$ cat src/common/pmc_defines.svh
// Purpose: offsets, field positions, reset values for power management block
// Assumes: word addressed config space, byte address on the port
// Notes:   included by the package user files
`ifndef PMC_DEFINES_SVH
`define PMC_DEFINES_SVH
`define PMC_OFF_CAP        8'hC0
`define PMC_OFF_CSR        8'hC4
`define PMC_CAP_ID         8'h01
`define PMC_CAP_NEXT       8'h00
`define PMC_CAP_VERSION    3'h2
`define PMC_BIT_COLD       31
`define PMC_BIT_D2S        26
`define PMC_BIT_D1S        25
`define PMC_BIT_FLAG       15
`define PMC_BIT_EN         8
`define PMC_DATA_SELECT_FIELD_LSB       9
`define PMC_DATA_SELECT_FIELD_MSB       12
`define PMC_DATA_SELECT_FIELD_RESET     4'h0
`define PMC_STATE_RESET    2'h0
`endif

$ cat src/common/pmc_pkg.sv
// Purpose: types shared by the power management block
// Assumes: nothing
// Notes:   constants live in pmc_defines.svh
package pmc_pkg;
   typedef enum logic [1:0] {
      PMC_D0     = 2'b00,
      PMC_D1     = 2'b01,
      PMC_D2     = 2'b10,
      PMC_D3HOT  = 2'b11
   } pmc_state_type;

   typedef struct packed {
      logic [7:0]  addr;
      logic [31:0] wdata;
      logic        wr;
      logic        rd;
   } pmc_req_type;
endpackage : pmc_pkg

$ cat src/core/pmc_sync.sv
// Purpose: three-stage synchroniser with agreement filter
// Assumes: input asynchronous to clk
// Notes:   first stage read only by second
`timescale 1ns/1ps
`default_nettype none
module pmc_sync (
   // clock and reset
   input  wire logic clk,
   input  wire logic arst_n,
   // data
   input  wire logic din,
   output var  logic dout
);
   logic s1;
   logic s2;
   logic s3;

   // shift chain
   always_ff @(posedge clk or negedge arst_n) begin
      if (!arst_n) begin
         s1 <= 1'b0;
         s2 <= 1'b0;
         s3 <= 1'b0;
      end else begin
         s1 <= din;
         s2 <= s1;
         s3 <= s2;
      end
   end

   // change accepted once two later stages agree
   always_ff @(posedge clk or negedge arst_n) begin
      if (!arst_n) begin
         dout <= 1'b0;
      end else if (s2 == s3) begin
         dout <= s3;
      end
   end
endmodule : pmc_sync
`default_nettype wire

$ cat src/core/pmc_regs.sv
// Purpose: power capability and control/status registers with wake output
// Assumes: config port, read data one cycle after read strobe
// Notes:   power-up reset is arst_n; warm reset is a synchronous pulse
//
// The implementer's own choice: the plain strobed port.
`timescale 1ns/1ps
`default_nettype none
`include "pmc_defines.svh"
module pmc_regs
   import pmc_pkg::*;
#(
   parameter logic SUPPORT_D1 = 1'b1,
   parameter logic SUPPORT_D2 = 1'b1
) (
   // clock and resets
   input  wire logic        clk,
   input  wire logic        arst_n,
   input  wire logic        warm_reset,
   // straps and events
   input  wire logic        cold_wake_support,
   input  wire logic        wake_event,
   // register port
   input  wire logic [7:0]  addr,
   input  wire logic [31:0] wdata,
   input  wire logic        wr,
   input  wire logic        rd,
   output var  logic [31:0] rdata,
   // wake output and state
   output var  logic        wake_n,
   output var  logic        wake_oe,
   output var  pmc_state_type power_state_field
);
   pmc_req_type   req;
   logic          event_sync;
   logic          event_prev;
   logic          event_pulse;
   logic          cold_q;
   logic          warm_q;
   logic          wake_event_flag;
   logic          wake_signal_enable;
   logic [3:0]    data_select_field;
   logic          csr_wr;
   logic          flag_clear;
   logic          state_ok;
   logic [31:0]   cap_word;
   logic [31:0]   csr_word;
   logic [31:0]   next_rdata;
   logic          next_wake;
   logic          state_ok_q;

   assign req = '{addr: addr, wdata: wdata, wr: wr, rd: rd};

   // wake event pin synchroniser
   pmc_sync u_sync (
      .clk    (clk),
      .arst_n (arst_n),
      .din    (wake_event),
      .dout   (event_sync)
   );

   // edge detect on settled event
   always_ff @(posedge clk or negedge arst_n) begin
      if (!arst_n) begin
         event_prev <= 1'b0;
      end else begin
         event_prev <= event_sync;
      end
   end
   assign event_pulse = event_sync & ~event_prev;

   // strap pin passes the same agreement filter as the event pin
   pmc_sync u_strap_sync (
      .clk    (clk),
      .arst_n (arst_n),
      .din    (cold_wake_support),
      .dout   (cold_q)
   );

   // warm reset only resets wake bits without cold support
   assign warm_q = warm_reset & ~cold_q;

   assign csr_wr     = req.wr && (req.addr == `PMC_OFF_CSR);
   assign flag_clear = csr_wr && req.wdata[`PMC_BIT_FLAG];

   // wake event flag, set wins over clear
   always_ff @(posedge clk or negedge arst_n) begin
      if (!arst_n) begin
         wake_event_flag <= 1'b0;
      end else if (event_pulse) begin
         wake_event_flag <= 1'b1;
      end else if (warm_q || flag_clear) begin
         wake_event_flag <= 1'b0;
      end
   end

   // wake signal enable
   always_ff @(posedge clk or negedge arst_n) begin
      if (!arst_n) begin
         wake_signal_enable <= 1'b0;
      end else if (warm_q) begin
         wake_signal_enable <= 1'b0;
      end else if (csr_wr) begin
         wake_signal_enable <= req.wdata[`PMC_BIT_EN];
      end
   end

   // data select, stored but unused
   always_ff @(posedge clk or negedge arst_n) begin
      if (!arst_n) begin
         data_select_field <= `PMC_DATA_SELECT_FIELD_RESET;
      end else if (warm_reset) begin
         data_select_field <= `PMC_DATA_SELECT_FIELD_RESET;
      end else if (csr_wr) begin
         data_select_field <= req.wdata[`PMC_DATA_SELECT_FIELD_MSB:`PMC_DATA_SELECT_FIELD_LSB];
      end
   end

   // supported states check
   always_comb begin
      unique case (req.wdata[1:0])
         2'b00:   state_ok = 1'b1;
         2'b01:   state_ok = SUPPORT_D1;
         2'b10:   state_ok = SUPPORT_D2;
         2'b11:   state_ok = 1'b1;
      endcase
   end

   // power state, unsupported writes dropped
   always_ff @(posedge clk or negedge arst_n) begin
      if (!arst_n) begin
         power_state_field <= pmc_state_type'(`PMC_STATE_RESET);
      end else if (warm_reset) begin
         power_state_field <= pmc_state_type'(`PMC_STATE_RESET);
      end else if (csr_wr && state_ok) begin
         power_state_field <= pmc_state_type'(req.wdata[1:0]);
      end
   end

   // capability word
   always_comb begin
      cap_word = 32'h0000_0000;
      cap_word[7:0] = `PMC_CAP_ID;
      cap_word[15:8] = `PMC_CAP_NEXT;
      cap_word[18:16] = `PMC_CAP_VERSION;
      cap_word[`PMC_BIT_D1S] = SUPPORT_D1;
      cap_word[`PMC_BIT_D2S] = SUPPORT_D2;
      cap_word[`PMC_BIT_COLD] = cold_q;
   end

   // control/status word, reserved and scale zero
   always_comb begin
      csr_word = 32'h0000_0000;
      csr_word[`PMC_BIT_FLAG] = wake_event_flag;
      csr_word[`PMC_DATA_SELECT_FIELD_MSB:`PMC_DATA_SELECT_FIELD_LSB] = data_select_field;
      csr_word[`PMC_BIT_EN] = wake_signal_enable;
      csr_word[1:0] = power_state_field;
   end

   // read mux, unmapped reads zero
   always_comb begin
      next_rdata = 32'h0000_0000;
      if (req.rd) begin
         if (req.addr == `PMC_OFF_CAP) begin
            next_rdata = cap_word;
         end else if (req.addr == `PMC_OFF_CSR) begin
            next_rdata = csr_word;
         end
      end
   end

   // read data stands one cycle only
   always_ff @(posedge clk or negedge arst_n) begin
      if (!arst_n) begin
         rdata <= 32'h0000_0000;
      end else begin
         rdata <= next_rdata;
      end
   end

   // open-drain wake output, next value from next flag state
   assign next_wake = (event_pulse | (wake_event_flag & ~(warm_q | flag_clear)))
                      & (warm_q ? 1'b0 : (csr_wr ? req.wdata[`PMC_BIT_EN] : wake_signal_enable));

   always_ff @(posedge clk or negedge arst_n) begin
      if (!arst_n) begin
         wake_oe <= 1'b0;
         wake_n  <= 1'b1;
      end else begin
         wake_oe <= next_wake;
         wake_n  <= ~next_wake;
      end
   end

   // checks
   property p_wake_tracks;
      @(posedge clk) disable iff (!arst_n)
         wake_oe == (wake_event_flag & wake_signal_enable);
   endproperty
   a_wake_tracks: assert property (p_wake_tracks) else $error("wake output mismatch");

   property p_cap_id;
      @(posedge clk) disable iff (!arst_n)
         (rd && addr == `PMC_OFF_CAP) |=> rdata[7:0] == 8'h01;
   endproperty
   a_cap_id: assert property (p_cap_id) else $error("capability id wrong");

   property p_flag_set;
      @(posedge clk) disable iff (!arst_n)
         event_pulse |=> wake_event_flag;
   endproperty
   a_flag_set: assert property (p_flag_set) else $error("event did not set flag");

   property p_flag_clear;
      @(posedge clk) disable iff (!arst_n)
         (flag_clear && !event_pulse) |=> !wake_event_flag;
   endproperty
   a_flag_clear: assert property (p_flag_clear) else $error("flag not cleared");

   property p_flag_keep;
      @(posedge clk) disable iff (!arst_n)
         (csr_wr && !wdata[15] && !warm_q) |=> wake_event_flag == $past(wake_event_flag) || $past(event_pulse);
   endproperty
   a_flag_keep: assert property (p_flag_keep) else $error("zero write changed flag");

   property p_warm_keep;
      @(posedge clk) disable iff (!arst_n)
         (warm_reset && cold_q && !csr_wr) |=> wake_signal_enable == $past(wake_signal_enable);
   endproperty
   a_warm_keep: assert property (p_warm_keep) else $error("enable lost on warm reset");

   property p_enable_write;
      @(posedge clk) disable iff (!arst_n)
         (csr_wr && !warm_q) |=> wake_signal_enable == $past(wdata[8]);
   endproperty
   a_enable_write: assert property (p_enable_write) else $error("enable write lost");

   property p_csr_zero;
      @(posedge clk) disable iff (!arst_n)
         (rd && addr == `PMC_OFF_CSR) |=> (rdata[31:16] == 16'h0000) && (rdata[14:13] == 2'b00) && (rdata[7:2] == 6'h00);
   endproperty
   a_csr_zero: assert property (p_csr_zero) else $error("reserved bits nonzero");

   property p_state_write;
      @(posedge clk) disable iff (!arst_n)
         (csr_wr && !warm_reset) |=> power_state_field == (state_ok_q ? $past(wdata[1:0]) : $past(power_state_field));
   endproperty
   // state check delayed to line up with the write it judged
   always_ff @(posedge clk or negedge arst_n) begin
      if (!arst_n) begin
         state_ok_q <= 1'b0;
      end else begin
         state_ok_q <= state_ok;
      end
   end
   a_state_write: assert property (p_state_write) else $error("power state write wrong");

   property p_supports;
      @(posedge clk) disable iff (!arst_n)
         (rd && addr == `PMC_OFF_CAP) |=> rdata[26:25] == {SUPPORT_D2, SUPPORT_D1};
   endproperty
   a_supports: assert property (p_supports) else $error("low states not reported");

   property p_warm_clear;
      @(posedge clk) disable iff (!arst_n)
         (warm_reset && !cold_q && !event_pulse) |=> !wake_event_flag && !wake_signal_enable;
   endproperty
   a_warm_clear: assert property (p_warm_clear) else $error("warm reset kept wake bits");

   property p_flag_warm_keep;
      @(posedge clk) disable iff (!arst_n)
         (warm_reset && cold_q && wake_event_flag && !flag_clear) |=> wake_event_flag;
   endproperty
   a_flag_warm_keep: assert property (p_flag_warm_keep) else $error("flag lost on warm reset");

   property p_flag_hold;
      @(posedge clk) disable iff (!arst_n)
         (wake_event_flag && !flag_clear && !warm_q) |=> wake_event_flag;
   endproperty
   a_flag_hold: assert property (p_flag_hold) else $error("flag dropped by itself");

   property p_wake_clear;
      @(posedge clk) disable iff (!arst_n)
         (flag_clear && !event_pulse) |=> !wake_oe && wake_n;
   endproperty
   a_wake_clear: assert property (p_wake_clear) else $error("wake output kept after clear");

   property p_enable_hold;
      @(posedge clk) disable iff (!arst_n)
         (!csr_wr && !warm_q) |=> $stable(wake_signal_enable);
   endproperty
   a_enable_hold: assert property (p_enable_hold) else $error("enable changed without write");

   property p_select_write;
      @(posedge clk) disable iff (!arst_n)
         (csr_wr && !warm_reset) |=> data_select_field == $past(wdata[12:9]);
   endproperty
   a_select_write: assert property (p_select_write) else $error("data select write lost");

   property p_select_hold;
      @(posedge clk) disable iff (!arst_n)
         (!csr_wr && !warm_reset) |=> $stable(data_select_field);
   endproperty
   a_select_hold: assert property (p_select_hold) else $error("data select changed alone");

   property p_state_accept;
      @(posedge clk) disable iff (!arst_n)
         (csr_wr && state_ok && !warm_reset) |=> power_state_field == $past(wdata[1:0]);
   endproperty
   a_state_accept: assert property (p_state_accept) else $error("supported state not taken");

   property p_state_refuse;
      @(posedge clk) disable iff (!arst_n)
         (csr_wr && !state_ok && !warm_reset) |=> $stable(power_state_field);
   endproperty
   a_state_refuse: assert property (p_state_refuse) else $error("unsupported state taken");

   property p_warm_state;
      @(posedge clk) disable iff (!arst_n)
         warm_reset |=> (power_state_field == PMC_D0) && (data_select_field == `PMC_DATA_SELECT_FIELD_RESET);
   endproperty
   a_warm_state: assert property (p_warm_state) else $error("warm reset kept state");

   property p_wake_pin;
      @(posedge clk) disable iff (!arst_n)
         wake_n == !wake_oe;
   endproperty
   a_wake_pin: assert property (p_wake_pin) else $error("wake pin and enable disagree");

   property p_read_idle;
      @(posedge clk) disable iff (!arst_n)
         (!rd || (addr != `PMC_OFF_CAP && addr != `PMC_OFF_CSR)) |=> rdata == 32'h0000_0000;
   endproperty
   a_read_idle: assert property (p_read_idle) else $error("read data not zero");

   property p_csr_read;
      @(posedge clk) disable iff (!arst_n)
         (rd && addr == `PMC_OFF_CSR) |=> (rdata[15] == $past(wake_event_flag))
            && (rdata[8] == $past(wake_signal_enable)) && (rdata[1:0] == $past(power_state_field));
   endproperty
   a_csr_read: assert property (p_csr_read) else $error("control word read wrong");

   property p_cold_report;
      @(posedge clk) disable iff (!arst_n)
         (rd && addr == `PMC_OFF_CAP) |=> rdata[31] == $past(cold_q);
   endproperty
   a_cold_report: assert property (p_cold_report) else $error("cold wake bit wrong");

   // main scenarios seen
   c_wake: cover property (@(posedge clk) disable iff (!arst_n) $rose(wake_oe));
   c_refuse: cover property (@(posedge clk) disable iff (!arst_n) csr_wr && !state_ok);
   c_warm_cold: cover property (@(posedge clk) disable iff (!arst_n) warm_reset && cold_q && wake_event_flag);
   c_clear: cover property (@(posedge clk) disable iff (!arst_n) flag_clear && wake_event_flag);
   c_d3: cover property (@(posedge clk) disable iff (!arst_n) power_state_field == PMC_D3HOT);
endmodule : pmc_regs
`default_nettype wire

$ cat config.mk
export PLATFORM = sky130hd
export DESIGN_NAME = pmc_regs
export DESIGN_NICKNAME = d
export VERILOG_FILES = /design/src/common/pmc_pkg.sv /design/src/core/pmc_sync.sv /design/src/core/pmc_regs.sv
export VERILOG_INCLUDE_DIRS = /design/src /design/src/common
export SDC_FILE = /design/constraint.sdc
export NUM_CORES = 1
export LEC_CHECK = 0
export ABC_CLOCK_PERIOD_IN_PS = 3130
export CORE_ASPECT_RATIO = 0.6
export CORE_MARGIN = 2
export CORE_UTILIZATION = 25
export CTS_CLUSTER_DIAMETER = 150
export CTS_CLUSTER_SIZE = 14
export DETAILED_ROUTE_END_ITERATION = 10
export DONT_BUFFER_PORTS = 1
export PLACE_DENSITY_LB_ADDON = 0.08
export SKIP_LAST_GASP = 1
export SLEW_MARGIN = 20
export SYNTH_ARGS = -nofsm -noshare
export SYNTH_HDL_FRONTEND = slang
export SYNTH_SLANG_ARGS = --single-unit
$ cat constraint.sdc
create_clock -name clk -period 3.13 [get_ports clk]
set_clock_uncertainty 0.15 [all_clocks]
set_input_delay 0.4695 -clock clk [delete_from_list [all_inputs] [get_ports clk]]
set_output_delay 0.4695 -clock clk [all_outputs]
set_load 0.01 [all_outputs]
==> flow_summary.json <==
{
  "status": "completed",
  "ys.flop_type": "dfrtp_1",
  "path_cells": "or3_4 -> nor3_1 -> and2_1",
  "fin_ws_ns": 1.42,
  "hold_path_class": "input port to flip-flop",
  "area_growth_pct": 7.61,
  "hold_path_depth": 0,
  "cts_buffers": 5,
  "gp_congestion": 0.766,
  "cts_max_level": 2,
  "combPwrFrac_pct": 5.8,
  "dieArea_um2": 5740,
  "synth_compound_area_share_pct": 2.34,
  "yosys.area_share.simple_pct": 17.1,
  "num_rows": 20,
  "drtIter0Drc": 13,
  "slowest_stage": "nor3_1",
  "grt_usage_pct": 8.75,
  "num_io_pins": 83,
  "start_kind": "input port",
  "critPathMaxStageDelay_ns": 0.69,
  "finalCritPeriodShare_pct": 54.8,
  "finalHoldViolations": 0,
  "rsz0062_at_grt": "false",
  "critPathKind": "input port to flip-flop",
  "cts_resized": 0,
  "clkTransAtPathRegs_ns": 0.06,
  "drc": 0,
  "worst_pin_slew_ns": 0.842,
  "grt_max_degree": 30,
  "avgSynthCellArea_um2": 12.1,
  "first_pass_iters": 4,
  "insertedDiodeCount": 0,
  "syn_inst": 106,
  "nets": 158,
  "final-max-slew-violation-count": 0,
  "worstSkewPairLatency_ns": 0.27,
  "netSwitchingFraction_pct": 21.9,
  "worstPathRequired_ns": 3.19,
  "critPathMaxFanout": 7,
  "synth_edf_count": 0,
  "powerDensity_nw_per_um2": 534,
  "start_util_pct": 25.6,
  "viasPerCell": 3.85,
  "clock_path_buffers": 2,
  "p_seq_share_pct": 53.2,
  "synth_top_family_by_area": "simple AND/OR/NAND/NOR gates",
  "p_int_w": 0.000576,
  "die_h_um": 59.5,
  "maxCapViolations": 0,
  "synth_fa_ha_area_share_pct": 1.56,
  "grt_first_pass_wirelength_um": 3380,
  "endpoint_kind": "flip-flop",
  "core_um2": 5000,
  "ys_seq_area_share_pct": 56.7,
  "wl_per_cell_um": 12.3,
  "reg2regPathDepth": 3,
  "yosysWarnings": 0,
  "grt-ovfl-total": 0,
  "synth_seq_cells": 29,
  "dp_hpwl_um": 1560,
  "port_buffers": 0,
  "grt_antenna_before_repair": 0,
  "clockRootBuffer": "clkbuf_8",
  "cts_tree": "yes",
  "layout-drive-gt1-share_pct": 11.7,
  "p_switching_w": 0.000161,
  "async_flop_share_pct": 100,
  "cts_sinks": 29,
  "fillCellCount": 529,
  "synth_area_um2": 1280,
  "die_w_um": 96.5,
  "grt_pass1_vias": 698,
  "yosys.area_share.xor_xnor_pct": 0,
  "relSlewSlack_pct": 43.5,
  "dp_slack_ns": 1.12,
  "post_synth_num_cell_types": 22,
  "clock.fmax_mhz": 583,
  "arrival_ns": 1.77,
  "synth_mux_area_share_pct": 7.41,
  "ant_nets": 0,
  "setup_viol": 0,
  "vias": 681,
  "peakVddDrop_mv": 0.142,
  "wl_um": 2180,
  "power_frac_clock_pct": 41.0,
  "multiInputGateArea_um2": 439,
  "fin_crit_ns": 1.71,
  "p_leak_nw": 0.614,
  "setup_tns_ns": 0,
  "seqCellArea_um2": 727
}
## timing repair
item,in CTS,in global routing
hold endpoints to repair,29,0
hold buffers,2,0
buffers inserted,0,0
## registers in the layout, indices dropped and copies added (netlist names)
register,count
u_sync.dout,1
u_sync.s2,1
data_select_field,4
u_strap_sync.s3,1
u_strap_sync.s2,1
u_sync.s1,1
wake_oe,1
event_prev,1
wake_signal_enable,1
u_strap_sync.dout,1
u_sync.s3,1
rdata,10
u_strap_sync.s1,1
wake_n,1
power_state_field,2
wake_event_flag,1
## kinds of logic after synthesis
kind of cell,count (synthesis)
compound gates,5
simple gates,34
buf+inv,26
mux,9
flops,29
other cells,1
fa+ha+maj,2
## through the flow
step | std cells | hold WS, ns | utilization (%) | instance area (um^2) | power, W
final | 177 | 0.0730 | 27.6 | 1380 | 0.000737
after global routing | 177 | 0.0524 | 27.6 | 1380 | 0.000779
after CTS | 177 | 0.0570 | 27.6 | 1380 | 0.000756
after detailed placement | 168 | 0.0252 | 25.3 | 1260 | 0.000431
after global placement | 168 | 0.0249 | 25.3 | 1260 | 0.000430
after floorplan | 125 | 0.0239 | - | 1350 | 0.000446
## layer usage
layer  wire length [um]  part of all wire, %  track usage (%)
met5                  0                    0                0
met4                 21                 0.97             6.64
met3                330                   15             5.22
met2                847                   39             10.2
met1                975                   45             11.4
## layout make-up
cell class / instances / share of cell area [%]
flip-flops and latches: 29 / 52.7
multi-input cells: 70 / 31.8
clock buffers: 7 / 6.26
well taps: 66 / 5.98
repair buffers: 3 / 2.72
inverters: 2 / 0.544
## layout by cell type, fill, tap and decap left out
cell type / n
nand4bb_1: 1
dlygate4sd3_1: 1
clkbuf_1: 1
mux2_4: 1
nor3_1: 1
nor2_1: 1
buf_4: 1
nor3b_1: 1
nor2b_1: 3
nand2b_1: 13
a21oi_1: 3
o211ai_1: 2
dfrtp_1: 28
or3_4: 2
mux2i_1: 8
maj3_1: 2
nand2_1: 4
conb_1: 20
clkbuf_8: 6
inv_1: 2
buf_12: 1
and2_1: 7
nor3_2: 1
dfstp_2: 1
## synthesized netlist by cell type (2+ instances only)
master	instances	area [um^2]
dfrtp_1	28	701
buf_4	22	165
nand2b_1	13	81.3
mux2i_1	8	80.1
and2_1	7	43.8
nand2_1	4	15.0
a21oi_1	3	15.0
nor2b_1	3	18.8
inv_1	2	7.51
maj3_1	2	20.0
o211ai_1	2	15.0
or3_4	2	22.5
## power by group through the flow
stage	sequential, W	clock [W]	combinational [W]
global placement	0.000399	0	0.0000313
global route	0.000394	0.000335	0.0000500
finish	0.000392	0.000302	0.0000426
CTS	0.000392	0.000320	0.0000436
floorplan	0.000397	0	0.0000488
detailed placement	0.000399	0	0.0000316
## critical path, delay by kind of cell
family           cells  cell delay [ns]
AND/OR/NAND/NOR      3             1.30
## final timing paths
kind	from	to	slack, ns
worst max register to register	u_sync.dout	wake_n	1.84
worst min register to register	u_strap_sync.s1	u_strap_sync.s2	0.20
worst min-delay path	cold_wake_support	u_strap_sync.s1	0.07
max in group asynchronous	arst_n	wake_n	2.11
worst max-delay path	addr[1]	rdata[12]	1.42
min in group asynchronous	arst_n	wake_oe	0.49
(Power assumes the default switching activity.)
